## src/rtl/sfc_map.svh

```systemverilog
// offsets, field positions, opcodes and reset values of the command front end
// assumes inclusion by its bare name from the design file
`ifndef SFC_MAP_SVH
`define SFC_MAP_SVH

// pin positions inside the sampled pin vector
`define SFC_PIN_SI       0
`define SFC_PIN_SCK      1
`define SFC_PIN_CS       2

// opcodes
`define SFC_OP_WREN      8'h06
`define SFC_OP_WRDI      8'h04
`define SFC_OP_RDSR1     8'h05
`define SFC_OP_RDSR2     8'h35
`define SFC_OP_RDSR3     8'h15
`define SFC_OP_WRSR1     8'h01
`define SFC_OP_WRSR2     8'h31
`define SFC_OP_WRSR3     8'h11
`define SFC_OP_RDEAR     8'hc8
`define SFC_OP_WREAR     8'hc5
`define SFC_OP_VOLWE     8'h50
`define SFC_OP_WRAP      8'h77
`define SFC_OP_CE_A      8'hc7
`define SFC_OP_CE_B      8'h60
`define SFC_OP_EN4B      8'hb7
`define SFC_OP_EX4B      8'he9
`define SFC_OP_PP        8'h02
`define SFC_OP_PP4       8'h12

// status register: reset value and writable bits of each byte
`define SFC_SR_RESET     24'h200200
`define SFC_SR1_WMASK    8'hfc
`define SFC_SR2_WMASK    8'hfe
`define SFC_SR3_WMASK    8'hf3
// power-up address width bit inside the high status byte
`define SFC_ADP_BIT      4
// byte index of the wrap setting byte within a frame
`define SFC_WRAP_BYTE    3'h4
`define SFC_WRAP_RESET   8'hff
`define SFC_ADDR3        3'h3
`define SFC_ADDR4        3'h4

`endif

```

## src/rtl/sfc_pkg.sv

```systemverilog
// types of the serial flash command front end
// assumes sfc_map.svh is on the include path
`default_nettype none

package sfc_pkg;

  typedef struct packed {
    logic [7:0] high;
    logic [7:0] mid;
    logic [7:0] low;
  } sfc_status_t;

  typedef struct packed {
    logic chipErase;
    logic pageProgram;
    logic addrValid;
  } sfc_req_t;

  typedef enum logic [3:0] {
    ST_IDLE = 4'b0001,
    ST_OPC  = 4'b0010,
    ST_IN   = 4'b0100,
    ST_OUT  = 4'b1000
  } sfc_state_t;

endpackage

`default_nettype wire

```

## src/rtl/sfc_front_end.sv

```systemverilog
// command front end of a serial nor flash: framing, opcode decode, status
// and extended address registers. assumes one system clock that samples the
// serial link pins; the host keeps the serial clock no faster than clock/8.
//
// Contract
// - extended address byte holds upper address bit in bit 0, others reserved.
// - upper bit applies only in 3-byte mode, changed only by C5H.
// - 3-byte mode maps to low or high 16 MB by upper bit.
// - in 4-byte mode four address bytes expected, upper bit ignored.
// - msb first, bits sampled on rising serial clock after select falls.
// - frame is one opcode byte then address and or data bytes.
// - reads shift data out; host may stop after any bit.
// - write-type commands run only if select rises on byte boundary.
// - page program with incomplete byte does nothing, keeps write latch.
// - 06H sets and 04H clears the write latch, no arguments.
// - 05H, 35H, 15H return status bytes, repeating while clocked.
// - 01H, 31H, 11H write one byte to the status bytes.
// - C8H reads and C5H writes the extended address byte.
// - 50H is volatile status write enable, no arguments.
// - 77H takes wrap setting from the fifth byte.
// - C7H or 60H is chip erase, no arguments.
// - E9H returns to 3-byte address mode.
// - read-only address mode flag, 0 for 3-byte, 1 for 4-byte.
// - after reset mode follows the power-up address width bit.
// - status writes, program and erase refused while write latch clear; here status writes also run after 50H with the latch clear.
`timescale 1ns/10ps
`default_nettype none
`include "sfc_map.svh"

module sfc_front_end
  import sfc_pkg::*;
(
  input  wire logic        clock,
  input  wire logic        reset_n,
  input  wire logic        clockEnable,
  input  wire logic        linkSck,
  input  wire logic        linkCsN,
  input  wire logic        linkSi,
  output logic             linkSo,
  output logic             linkSoEn,
  output logic             currentAddrWidthFlag,
  output logic             writeLatchFlag,
  output logic [7:0]       extAddrByte,
  output logic [7:0]       wrapSettingByte,
  output logic [24:0]      arrayAddr,
  output sfc_req_t         req
);

  ////////////////////////////////////////////////////////////////////////////
  // pin sampling: three flops, a change counts once stages two and three agree

  logic [2:0]  syn1;
  logic [2:0]  syn2;
  logic [2:0]  syn3;
  logic [2:0]  filt;
  logic [2:0]  filtPrev;

  always_ff @(posedge clock or negedge reset_n) begin
    if (!reset_n) begin
      syn1     <= 3'h7;
      syn2     <= 3'h7;
      syn3     <= 3'h7;
      filt     <= 3'h6;
      filtPrev <= 3'h6;
    end else if (clockEnable) begin
      syn1     <= {linkCsN, linkSck, linkSi};
      syn2     <= syn1;
      syn3     <= syn2;
      filt     <= (syn2 & ~(syn2 ^ syn3)) | (filt & (syn2 ^ syn3));
      filtPrev <= filt;
    end
  end

  logic csHigh;
  logic csRise;
  logic sckRise;
  logic sckFall;
  logic siBit;

  assign csHigh  = filt[`SFC_PIN_CS];
  assign csRise  = filt[`SFC_PIN_CS] & ~filtPrev[`SFC_PIN_CS];
  assign sckRise = filt[`SFC_PIN_SCK] & ~filtPrev[`SFC_PIN_SCK] & ~csHigh;
  assign sckFall = ~filt[`SFC_PIN_SCK] & filtPrev[`SFC_PIN_SCK] & ~csHigh;
  assign siBit   = filt[`SFC_PIN_SI];

  ////////////////////////////////////////////////////////////////////////////
  // decode helpers

  function automatic logic isRead(input logic [7:0] op);
    case (op)
      `SFC_OP_RDSR1, `SFC_OP_RDSR2, `SFC_OP_RDSR3, `SFC_OP_RDEAR: isRead = 1'b1;
      default: isRead = 1'b0;
    endcase
  endfunction

  // opcodes handled here carry no array address; all others are passed on
  function automatic logic isLocal(input logic [7:0] op);
    case (op)
      `SFC_OP_WREN, `SFC_OP_WRDI, `SFC_OP_WRSR1, `SFC_OP_WRSR2, `SFC_OP_WRSR3,
      `SFC_OP_RDEAR, `SFC_OP_WREAR, `SFC_OP_VOLWE, `SFC_OP_WRAP, `SFC_OP_CE_A,
      `SFC_OP_CE_B, `SFC_OP_EN4B, `SFC_OP_EX4B: isLocal = 1'b1;
      default: isLocal = isRead(op);
    endcase
  endfunction

  ////////////////////////////////////////////////////////////////////////////
  // framing

  sfc_state_t  state;
  logic [2:0]  bitCnt;
  logic [2:0]  byteCnt;
  logic [7:0]  shiftIn;
  logic [7:0]  opcode;
  logic [7:0]  firstData;
  logic [7:0]  wrapByte;
  logic [23:0] addrReg;
  logic [7:0]  next_byte;
  logic        byteDone;
  logic [2:0]  addrBytes;
  sfc_status_t status;
  logic        ext0;
  logic        volWe;

  assign next_byte = {shiftIn[6:0], siBit};
  assign byteDone  = sckRise & (bitCnt == 3'h7);
  assign addrBytes = currentAddrWidthFlag ? `SFC_ADDR4 : `SFC_ADDR3;

  always_ff @(posedge clock or negedge reset_n) begin
    if (!reset_n) begin
      state     <= ST_IDLE;
      bitCnt    <= 3'h0;
      byteCnt   <= 3'h0;
      shiftIn   <= 8'h00;
      opcode    <= 8'h00;
      firstData <= 8'h00;
      wrapByte  <= 8'h00;
      addrReg   <= 24'h000000;
    end else if (clockEnable) begin
      if (csHigh) begin
        state   <= ST_IDLE;
        bitCnt  <= 3'h0;
        byteCnt <= 3'h0;
      end else begin
        case (state)
          ST_IDLE: state <= ST_OPC;
          ST_OPC:  if (byteDone) begin
            state <= isRead(next_byte) ? ST_OUT : ST_IN;
          end
          ST_IN:   state <= ST_IN;
          ST_OUT:  state <= ST_OUT;
          default: state <= ST_IDLE;
        endcase
        if (sckRise) begin
          shiftIn <= next_byte;
          bitCnt  <= bitCnt + 3'h1;
        end
        if (byteDone) begin
          if (byteCnt != 3'h7) begin
            byteCnt <= byteCnt + 3'h1;
          end
          if (byteCnt == 3'h0) begin
            opcode <= next_byte;
          end
          if (byteCnt == 3'h1) begin
            firstData <= next_byte;
          end
          if (byteCnt == `SFC_WRAP_BYTE) begin
            wrapByte <= next_byte;
          end
          addrReg <= {addrReg[15:0], next_byte};
        end
      end
    end
  end

  ////////////////////////////////////////////////////////////////////////////
  // array address for commands passed on

  logic addrValidPulse;

  always_ff @(posedge clock or negedge reset_n) begin
    if (!reset_n) begin
      arrayAddr      <= 25'h0000000;
      addrValidPulse <= 1'b0;
    end else if (clockEnable) begin
      addrValidPulse <= 1'b0;
      if (byteDone && byteCnt == addrBytes && !isLocal(opcode)) begin
        addrValidPulse <= 1'b1;
        if (currentAddrWidthFlag) begin
          arrayAddr <= {addrReg[16:0], next_byte};
        end else begin
          arrayAddr <= {ext0, addrReg[15:0], next_byte};
        end
      end
    end
  end

  ////////////////////////////////////////////////////////////////////////////
  // command execution when select rises

  logic doExec;
  logic welOk;
  logic initPending;
  logic earWrite;
  logic erasePulse;
  logic programPulse;

  // every command here runs only on a byte boundary, not just the write-type ones;
  // a whole byte is needed, so an empty select pulse never replays a stale opcode
  assign doExec   = clockEnable & csRise & (bitCnt == 3'h0) & (byteCnt != 3'h0);
  assign welOk    = writeLatchFlag | volWe;
  assign earWrite = doExec & (opcode == `SFC_OP_WREAR);

  always_ff @(posedge clock or negedge reset_n) begin
    if (!reset_n) begin
      status               <= `SFC_SR_RESET;
      writeLatchFlag       <= 1'b0;
      volWe                <= 1'b0;
      ext0                 <= 1'b0;
      wrapSettingByte      <= `SFC_WRAP_RESET;
      currentAddrWidthFlag <= 1'b0;
      initPending          <= 1'b1;
      erasePulse           <= 1'b0;
      programPulse         <= 1'b0;
    end else if (clockEnable) begin
      erasePulse   <= 1'b0;
      programPulse <= 1'b0;
      if (initPending) begin
        // the strap is caught one edge after release, never under reset
        initPending          <= 1'b0;
        currentAddrWidthFlag <= status.high[`SFC_ADP_BIT];
      end
      if (doExec) begin
        case (opcode)
          `SFC_OP_WREN: writeLatchFlag <= 1'b1;
          `SFC_OP_WRDI: writeLatchFlag <= 1'b0;
          `SFC_OP_VOLWE: volWe <= 1'b1;
          `SFC_OP_WRSR1: if (welOk && byteCnt >= 3'h2) begin
            status.low <= (status.low & ~`SFC_SR1_WMASK) | (firstData & `SFC_SR1_WMASK);
            writeLatchFlag <= 1'b0;
            volWe          <= 1'b0;
          end
          `SFC_OP_WRSR2: if (welOk && byteCnt >= 3'h2) begin
            status.mid <= (status.mid & ~`SFC_SR2_WMASK) | (firstData & `SFC_SR2_WMASK);
            writeLatchFlag <= 1'b0;
            volWe          <= 1'b0;
          end
          `SFC_OP_WRSR3: if (welOk && byteCnt >= 3'h2) begin
            status.high <= (status.high & ~`SFC_SR3_WMASK) | (firstData & `SFC_SR3_WMASK);
            writeLatchFlag <= 1'b0;
            volWe          <= 1'b0;
          end
          // reserved bits are dropped, so a host that ignores the advice is harmless
          `SFC_OP_WREAR: if (byteCnt >= 3'h2) begin
            ext0 <= firstData[0];
          end
          `SFC_OP_WRAP: if (byteCnt >= 3'h5) begin
            wrapSettingByte <= wrapByte;
          end
          `SFC_OP_CE_A, `SFC_OP_CE_B: if (writeLatchFlag) begin
            erasePulse     <= 1'b1;
            writeLatchFlag <= 1'b0;
          end
          `SFC_OP_PP, `SFC_OP_PP4: if (writeLatchFlag && byteCnt >= addrBytes + 3'h2) begin
            programPulse   <= 1'b1;
            writeLatchFlag <= 1'b0;
          end
          `SFC_OP_EN4B: currentAddrWidthFlag <= 1'b1;
          `SFC_OP_EX4B: currentAddrWidthFlag <= 1'b0;
          default: ;
        endcase
      end
    end
  end

  assign extAddrByte = {7'h00, ext0};
  assign req         = {erasePulse, programPulse, addrValidPulse};

  ////////////////////////////////////////////////////////////////////////////
  // read data out, msb first, byte repeats while the clock runs

  logic [7:0] outByte;
  logic [7:0] readVal;
  logic       soHold;

  always_comb begin
    case (next_byte)
      `SFC_OP_RDSR1: readVal = {status.low[7:2], writeLatchFlag, 1'b0};
      `SFC_OP_RDSR2: readVal = {status.mid[7:1], currentAddrWidthFlag};
      `SFC_OP_RDSR3: readVal = status.high;
      `SFC_OP_RDEAR: readVal = {7'h00, ext0};
      default:       readVal = 8'h00;
    endcase
  end

  // first bit goes out at once after the opcode: the pin filter delays the
  // falling edge by several clocks and would cost the host setup margin
  always_ff @(posedge clock or negedge reset_n) begin
    if (!reset_n) begin
      outByte  <= 8'h00;
      linkSo   <= 1'b0;
      linkSoEn <= 1'b0;
      soHold   <= 1'b0;
    end else if (clockEnable) begin
      if (csHigh) begin
        linkSoEn <= 1'b0;
        linkSo   <= 1'b0;
        soHold   <= 1'b0;
      end else if (state == ST_OPC && byteDone && isRead(next_byte)) begin
        outByte  <= readVal;
        linkSo   <= readVal[7];
        linkSoEn <= 1'b1;
        soHold   <= 1'b1;
      end else if (state == ST_OUT && sckFall && soHold) begin
        // the fall right after the opcode keeps bit 7 for the host's next rise
        soHold <= 1'b0;
      end else if (state == ST_OUT && sckFall) begin
        outByte <= {outByte[6:0], outByte[7]};
        linkSo  <= outByte[6];
      end
    end
  end
endmodule

`default_nettype wire

```

## config.mk

```make
export PLATFORM = sky130hd
export DESIGN_NAME = sfc_front_end
export DESIGN_NICKNAME = d
export VERILOG_FILES = /design/src/rtl/sfc_pkg.sv /design/src/rtl/sfc_front_end.sv
export VERILOG_INCLUDE_DIRS = /design/src /design/src/rtl
export SDC_FILE = /design/constraint.sdc
export NUM_CORES = 1
export LEC_CHECK = 0
export BUFFER_PORTS_ARGS = -buffer_cell sky130_fd_sc_hd__buf_2
export CAP_MARGIN = 5
export CORE_UTILIZATION = 39
export DETAILED_ROUTE_END_ITERATION = 8
export PLACE_DENSITY = 0.7
export SLEW_MARGIN = 20
export SYNTH_ARGS = -nofsm -noshare
export SYNTH_HDL_FRONTEND = slang
export SYNTH_SLANG_ARGS = --single-unit
```

## constraint.sdc

```tcl
create_clock -name clock -period 2.4 [get_ports clock]
set_input_delay 0.12 -clock clock [delete_from_list [all_inputs] [get_ports clock]]
set_output_delay 0.12 -clock clock [all_outputs]
set_load 0.02 [all_outputs]
```

==> flow_summary.toml, run 1 <==
[status]
status = "finished with violations"
violations = "setup timing"

[place]
placed_area_um2 = 7388
dp_hpwl_um = 10010
io_buffer_count = 46
gp_congestion = 0.8769
post-place-ws_ps = -166.4

[logic_synthesis]
synth_most_common_cell = "mux2_2"
synthTopCellsByCount = "mux2_2, dfrtp_1, nand2_1"
synth_area_leader_cell = "dfrtp_1"
synth-main-ff-cell = "dfrtp_1"
synth_top_cells_by_area = "dfrtp_1, mux2_2, dfstp_2, ha_1, o21ai_0"
synth_area_per_cell_um2 = 12.89
syn_area_um2 = 6589
ys_warn_count = 0
synth-seq-cells = 143
synthDistinctLibCells = 63
ys_seq_area_share_pct = 54.79
synth-edff-count = 0
yosys.area.top_type_share_pct = 44.82
synthArstFlopShare_pct = 100.0
synthCells = 511

[floorplan]
die_h_um = 132.0
core_um2 = 16520
start_util_pct = 39.87
num_rows = 47
io_pins = 54
die_area_um2 = 17420
die_w_um = 132.0

[sta]
finalHoldViolCount = 0
slew-limit-headroom_pct = 48.29
tightest_slew_ps = 775.6
clock_skew_ps = 7.765
timing.hold.ws_ps = 68.60
finalSetupViolations = 51
fmax_mhz = 393.1
fin_ws_ps = -143.6
fin_crit_ps = 2544
finalCritPeriodShare_pct = 106.0
slew_violations = 0
rsz0062_at_grt = "yes"

[layout]
design_area_um2 = 8227
n_antenna_cell = 0
final_util_pct = 49.78
area_growth_syn_to_layout_pct = 24.86
drive_above_1_share_pct = 48.89
nets = 631

[global_routing]
grt_overflow_total = 0
grt_pass1_vias = 4573
grt_start_max_net_pins = 85
antenna_found_initial = 0
grt.total_usage_pct = 17.42
grt_pass1_wl_um = 23400

[setup_path]
cp_data_required_time_ps = 2700
critPathMaxStageDelay_ps = 560
cp_num_buf_inv = 1
cp.depth = 7
cp_max_fo = 6
crit_type = "reg2reg"
crit_chain = "inv_2 > ha_1 > or3b_1 > a211o_1 > or4_4 > nor3_4 > mux2_2"
critPathLaunchType = "flip-flop"
crit_arrival_ps = 2850
path_delay_family = "simple AND/OR/NAND/NOR gates"
reg2reg_depth = 7
critPathCaptureType = "flip-flop"
cpMaxStageDelayCell = "or4_4"

[min_path]
holdCritPathClass = "in2reg"
worstHoldPathCells = 3

[routing]
dr_wl_met2_um = 7679
top_layer_used = "met4"
ant_nets = 0
wl_um = 14420
avgRoutedWirePerCell_um = 17.01
dr.pass1.iters = 4
first_iter_violations = 333
drc = 0
wl_met3_um = 446
wl_met1_um = 6102
dr_total_vias = 4384
viasPerCell = 5.170

[clock_tree]
cts.sinks = 143
tritoncts = "built"
root_buffer = "clkbuf_16"
cts_buffer_depth = 2
h-tree-depth = 4
clkTransAtPathRegs_ps = 60
numCtsBuffers = 17
clock_latency_ps = 420

[power_and_ir_drop]
totalPowerFinal_mw = 6.291
power_density_nw_per_um2 = 764.7
peakVddDrop_v = 0.0004938
leakage_nw = 3.961

[run]
maxCapViolations = 0
==> area by class of cell <==
cell class | instances | area (um^2)
well taps | 220 | 275.3
clock buffers | 21 | 470.5
repair buffers | 114 | 834.6
flip-flops and latches | 143 | 3610
clock inverters | 11 | 103.9
inverters | 16 | 60.06
fillers | 1401 | 8298
multi-input cells | 323 | 2873
==> repair_timing <==
action                                  4_1_cts  5_1_grt
pin swaps                                     4        3
endpoints found under the setup margin       47       60
resized for setup                             9       20
gates cloned                                  0        1
buffers inserted                              6        6
hold endpoints to repair                     78        0
hold buffers                                  4        0
==> cell families after synthesis <==
| family | synth area share (%) |
|---|---|
| AOI/OAI and AO/OA | 7.691 |
| xor gates and xnor gates | 0.3989 |
| adders and majority gates | 1.899 |
| buffers and inverters | 3.836 |
| DFF | 54.79 |
| muxes | 22.09 |
| other | 0.05691 |
| and+or+nand+nor | 9.248 |
==> where the power goes <==
part	internal (mW)	switching, mW
sequential	2.59	0.128
clock	1.52	1.01
combinational	0.472	0.575
total	4.57	1.72
==> tightest hold or removal path, cell delays in order <==
cell	delay, ps
buf_2	110
nand2_1	120
o21ai_0	100
==> flip-flops by register name, summed over array words and instances (netlist names), 4 cells and up <==
name and flops:
firstData 8, status 19, wrapSettingByte 8, shiftIn 7
opcode 8, state 4, wrapByte 8, outByte 8
arrayAddr 25, addrReg 17
==> cell usage in the layout (no fill, tap or decap), drive strengths merged, types with 4 or more instances in the layout <==
cell,count
o22ai,4
a2bb2oi,5
buf,110
dfrtp,118
dlygate4sd3,4
nand2b,5
nor3,10
nand4,4
or4,4
a21oi,8
ha,10
o21a,4
nor2b,5
conb,7
o21ai,24
nor4,4
nor2,15
clkinv,5
mux2,123
dfstp,25
inv,19
nand2,30
nand3b,5
nand3,4
a211oi,4
mux2i,7
clkbuf,21
==> per-layer routing <==
metal	track usage, %	vias to the layer above
li1	-	2040
met1	20.27	2242
met3	4.498	18
met2	30.78	84
met5	0	-
met4	6.525	0
==> path summary, 6_finish.rpt <==
check | start | end | slack (ps)
min reg2reg | soHold$_DFFE_PN0P_ | soHold$_DFFE_PN0P_ | 480
max | bitCnt[0]$_DFFE_PN0P_ | status[6]$_DFFE_PN0P_ | -140
max reg2reg | bitCnt[0]$_DFFE_PN0P_ | status[6]$_DFFE_PN0P_ | -140
max in group asynchronous | reset_n | filt[2]$_DFFE_PN1P_ | 1350
min in group asynchronous | reset_n | arrayAddr[23]$_DFFE_PN0P_ | 340
min | clockEnable | filtPrev[2]$_DFFE_PN1P_ | 70
==> per-stage QoR <==
| stage | cells | setup TNS (ps) |
|---|---|---|
| 2_1_floorplan | 517 | -1027 |
| 3_3_place_gp | 799 | -936.4 |
| 3_5_place_dp | 799 | -2416 |
| 4_1_cts | 841 | -1866 |
| 5_1_grt | 848 | -5815 |
| 6_report | 848 | -2572 |
Power figures use the tool's default switching activity.
==> run 2: changes to the inputs <==
--- a/config.mk
+++ b/config.mk
@@ -8,9 +8,12 @@
 export LEC_CHECK = 0
 export BUFFER_PORTS_ARGS = -buffer_cell sky130_fd_sc_hd__buf_2
 export CAP_MARGIN = 5
-export CORE_UTILIZATION = 39
+export CELL_PAD_IN_SITES_DETAIL_PLACEMENT = 1
+export CELL_PAD_IN_SITES_GLOBAL_PLACEMENT = 2
+export CORE_UTILIZATION = 38
+export CTS_CLUSTER_SIZE = 28
 export DETAILED_ROUTE_END_ITERATION = 8
-export PLACE_DENSITY = 0.7
+export PLACE_DENSITY = 0.88
 export SLEW_MARGIN = 20
 export SYNTH_ARGS = -nofsm -noshare
 export SYNTH_HDL_FRONTEND = slang
==> constraint.sdc (replaced) <==
create_clock -name clock -period 2.4 [get_ports clock]
set_input_delay 0.12 -clock clock [delete_from_list [all_inputs] [get_ports clock]]
set_output_delay 0.12 -clock clock [all_outputs]
set_load 0.005 [all_outputs]
==> flow_summary.toml, run 2 (synthesis gave the netlist of run 1 again) <==
[status]
status = "finished with violations"
violations = "setup timing"

[clock_tree]
tritoncts = "built"
h-tree-depth = 4
numCtsBuffers = 17
root_buffer = "clkbuf_16"
cts.sinks = 143
clock_latency_ps = 430
cts_buffer_depth = 2
clkTransAtPathRegs_ps = 60

[setup_path]
crit_arrival_ps = 2850
critPathCaptureType = "flip-flop"
critPathLaunchType = "flip-flop"
cp_max_fo = 6
reg2reg_depth = 8
cp_data_required_time_ps = 2700
crit_type = "reg2reg"

[place]
dp_hpwl_um = 11130
post-place-ws_ps = -185.4
gp_congestion = 0.8205
io_buffer_count = 46

[sta]
rsz0062_at_grt = "yes"
fmax_mhz = 392.7
tightest_slew_ps = 684.8
slew-limit-headroom_pct = 54.35
finalCritPeriodShare_pct = 106.1
timing.hold.ws_ps = 297.7
slew_violations = 0
finalHoldViolCount = 0
fin_ws_ps = -146.3
fin_crit_ps = 2546
clock_skew_ps = 10.46
finalSetupViolations = 29

[global_routing]
antenna_found_initial = 0
grt_overflow_total = 0
use_met2_pct = 35.13
grt_pass1_wl_um = 27530
grt_use_met1_pct = 24.78
busiest_layer = "met2"
grt_pass1_vias = 4863
grt.total_usage_pct = 20.25
grt_start_max_net_pins = 73
use_met3_pct = 3.615

[floorplan]
die_w_um = 133.7
die_area_um2 = 17870
num_rows = 47
die_h_um = 133.7
core_um2 = 16760
start_util_pct = 39.31
io_pins = 54

[routing]
dr_total_vias = 4409
wl_um = 16910
first_iter_violations = 200
viasPerCell = 5.230
ant_nets = 0
drc = 0
dr.pass1.iters = 4
avgRoutedWirePerCell_um = 20.06

[power_and_ir_drop]
peakVddDrop_v = 0.0004413
power_density_nw_per_um2 = 777.4
totalPowerFinal_mw = 6.460
leakage_nw = 3.964

[layout]
drive_above_1_share_pct = 50.08
nFillCells = 1711
final_cell_mix = "dfrtp_1, mux2_2, buf_4"
reg_top3 = "arrayAddr x25, status x19, addrReg x17"
area_growth_syn_to_layout_pct = 26.13
final_common_cell = "dfrtp_1"
largest-register = "arrayAddr"
largest_register_ffs = 25
n_antenna_cell = 0
final_util_pct = 49.59
nets = 626

[run]
maxCapViolations = 0

[min_path]
holdCritPathClass = "in2async"
[run 2: changes by cell type in the layout (fill, tap and decap cells not counted), sizes merged]
| cell | delta |
|---|---|
| clkinvlp | -1 |
| buf | -8 |
| dlygate4sd3 | +1 |
| bufinv | +1 |
| clkinv | +2 |
[run 2: critical path: stages, from the launching register on]
cell     delay, ps
dfrtp_1        410
inv_2           80
ha_1           130
or3b_1         340
a211o_1        270
or4_4          560
nor3_4         180
buf_12         160
mux2_4         300
[run 2: layout make-up]
class / instances / area (um^2) / area share, %
Sequential cell: 143 / 3612 / 43.47
Clock inverter: 13 / 153.9 / 1.852
Inverter: 16 / 60.06 / 0.7227
Multi-Input combinational cell: 323 / 2920 / 35.14
Timing Repair Buffer: 109 / 835.8 / 10.06
Clock buffer: 19 / 452.9 / 5.450
Tap cell: 220 / 275.3 / 3.312
[run 2: path summary, 6_finish.rpt]
kind	from	to	slack [ps]
hold / removal	reset_n	wrapByte[1]$_DFFE_PN0P_	300
hold reg to reg	filtPrev[2]$_DFFE_PN1P_	filtPrev[2]$_DFFE_PN1P_	470
max in group asynchronous	reset_n	status[21]$_DFFE_PN1P_	1310
setup reg to reg	bitCnt[0]$_DFFE_PN0P_	status[23]$_DFFE_PN0P_	-150
min in group clock	linkSi	syn1[0]$_DFFE_PN1P_	460
setup / recovery	bitCnt[0]$_DFFE_PN0P_	status[23]$_DFFE_PN0P_	-150
[run 2: through the flow]
step                std cells  cell area, um^2  setup TNS, ps
CTS                       840             8199          -1782
global placement          799             7376          -2461
finish                    843             8310          -2235
detailed placement        799             7376          -3737
global route              843             8310          -4424
floorplan                 517             6630          -1027
[run 2: power by group]
part / switching, mW / internal, mW / total (mW)
logic: 0.584 / 0.460 / 1.04
clock network: 1.09 / 1.61 / 2.70
registers: 0.131 / 2.59 / 2.72
[run 2: layer usage]
metal,routed length (um),part of all wire [%],vias up
met5,0,0,-
met4,350,2.1,0
met3,370,2.2,24
met2,8828,52,61
met1,7365,44,2295
li1,-,-,2029
[run 2: timing repair]
item / in CTS / in global routing
setup buffers: 4 / 1
pin swaps: 4 / 5
endpoints found under the setup margin: 59 / 51
cloned: 0 / 2
hold buffers: 5 / 0
resized for setup: 23 / 10
hold endpoints to repair: 53 / 0
==> run 3: changes to the inputs <==
--- a/config.mk
+++ b/config.mk
@@ -14,6 +14,7 @@
 export CTS_CLUSTER_SIZE = 28
 export DETAILED_ROUTE_END_ITERATION = 8
 export PLACE_DENSITY = 0.88
+export SETUP_SLACK_MARGIN = 0.2
 export SLEW_MARGIN = 20
 export SYNTH_ARGS = -nofsm -noshare
 export SYNTH_HDL_FRONTEND = slang
==> flow_summary.toml, run 3 (synthesis gave the netlist of run 1 again) <==
[clock_tree]
numCtsBuffers = 17
cts.sinks = 143
clkTransAtPathRegs_ps = 60
cts_buffer_depth = 2
tritoncts = "built"
h-tree-depth = 4
root_buffer = "clkbuf_16"
clock_latency_ps = 430

[routing]
wl_um = 21050
first_iter_violations = 258
dr_total_vias = 4833
viasPerCell = 5.574
avgRoutedWirePerCell_um = 24.28
dr.pass1.iters = 4
drc = 0
ant_nets = 0

[layout]
nets = 650
seq_area_um2 = 3616
largest-register = "arrayAddr"
drive_above_1_share_pct = 55.64
final_cell_mix = "dfrtp_1, mux2_2, buf_4"
final_util_pct = 52.77
final_common_cell = "dfrtp_1"
multi_input_area_um2 = 3298
reg_top3 = "arrayAddr x25, status x19, addrReg x17"
n_antenna_cell = 0
nFillCells = 1665
largest_register_ffs = 25
area_growth_syn_to_layout_pct = 34.24

[floorplan]
die_h_um = 133.7
die_area_um2 = 17870
start_util_pct = 39.31
die_w_um = 133.7
num_rows = 47
core_um2 = 16760
io_pins = 54

[global_routing]
antenna_found_initial = 0
grt_overflow_total = 0
grt_start_max_net_pins = 69
grt.total_usage_pct = 23.44
grt_pass1_vias = 5270
grt_pass1_wl_um = 31380

[power_and_ir_drop]
peakVddDrop_v = 0.0005295
power_density_nw_per_um2 = 726.2
leakage_nw = 4.222
combinationalPowerShare_pct = 18.1
switching_share_pct = 29.70
switching_power_mw = 1.908
pwr-share-seq_pct = 43.1
p_clk_share_pct = 38.8
cell_internal_pwr_mw = 4.515

[sta]
rsz0062_at_grt = "yes"
clock_skew_ps = 11.72
timing.hold.ws_ps = 73.10
fin_ws_ps = -238.8
slew_violations = 0
tns_ps = -3821
finalCritPeriodShare_pct = 109.9
slew-limit-headroom_pct = 57.91
fin_crit_ps = 2639
fmax_mhz = 379.0
finalHoldViolCount = 0
tightest_slew_ps = 631.3
finalSetupViolations = 36

[setup_path]
crit_type = "reg2reg"
crit_arrival_ps = 2950
cp_data_required_time_ps = 2710
cp_max_fo = 6
critPathCaptureType = "flip-flop"
critPathLaunchType = "flip-flop"

[status]
violations = "setup timing"
status = "finished with violations"

[run]
maxCapViolations = 0

[place]
gp_congestion = 0.8230
dp_hpwl_um = 11140
io_buffer_count = 46
post-place-ws_ps = -178.2

[min_path]
holdCritPathClass = "in2reg"
==> run 3: cell types whose count changed in the layout (fill, tap and decap cells not counted), sizes merged, moves of 2 or more <==
cell / before / now
buf: 102 / 127
bufinv: 2 / 0
clkinv: 7 / 5
clkinvlp: 1 / 5
inv: 19 / 17
o2111ai: 1 / 3
==> run 3: final timing paths <==
kind,from,endpoint,slack [ps],cells past startpoint
setup reg to reg,bitCnt[0]$_DFFE_PN0P_,status[17]$_DFFE_PN0P_,-240,8
hold / removal,clockEnable,linkSoEn$_DFFE_PN0P_,70,3
hold reg to reg,linkSoEn$_DFFE_PN0P_,linkSoEn$_DFFE_PN0P_,470,2
min in group asynchronous,reset_n,arrayAddr[1]$_DFFE_PN0P_,250,2
setup / recovery,bitCnt[0]$_DFFE_PN0P_,status[17]$_DFFE_PN0P_,-240,8
max in group asynchronous,reset_n,status[21]$_DFFE_PN1P_,1350,3
==> run 3: per-layer routing <==
layer,global-route usage (%),part of all wire (%),routed length (um)
met3,5.061,5.2,1095
met5,0,0,0
met2,40.02,52,10850
met4,11.36,4.0,841
met1,28.04,39,8263
==> run 3: per-stage QoR <==
stage	cell area [um^2]	std cells	power (mW)
finish	8845	867	6.423
global route	8845	867	6.632
CTS	8563	853	6.321
detailed placement	7408	795	3.718
global placement	7408	795	3.669
floorplan	6705	517	3.280
==> run 3: power groups by stage <==
stage	Combinational, mW	Clock, mW	Sequential (mW)
after CTS	1.05	2.52	2.75
after global placement	0.912	0	2.76
after global routing	1.24	2.61	2.78
final	1.16	2.49	2.77
after detailed placement	0.946	0	2.77
after floorplan	0.543	0	2.74
==> run 3: cell type report <==
| cell class | count | share of cell area, % |
|---|---|---|
| Clock buffer | 21 | 5.319 |
| Clock inverter | 11 | 0.9337 |
| Inverter | 16 | 0.6790 |
| Multi-Input combinational cell | 325 | 37.29 |
| Sequential cell | 143 | 40.88 |
| Tap cell | 220 | 3.112 |
| Timing Repair Buffer | 131 | 11.78 |
==> run 3: what timing repair did <==
action                                  4_1_cts  5_1_grt
gates resized for setup                      73       39
hold endpoints to repair                     45        0
hold buffers                                  4        0
pin swaps                                    13       11
endpoints found under the setup margin       71       67
buffers inserted                             19       14
cloned                                        3        0
==> run 3: critical path, cell delays in order, from the launching register on <==
cell	delay [ps]
dfrtp_1	380
inv_2	60
ha_1	130
or3b_1	360
a211o_1	310
or4_4	570
nor3_4	210
buf_6	150
mux2_2	340
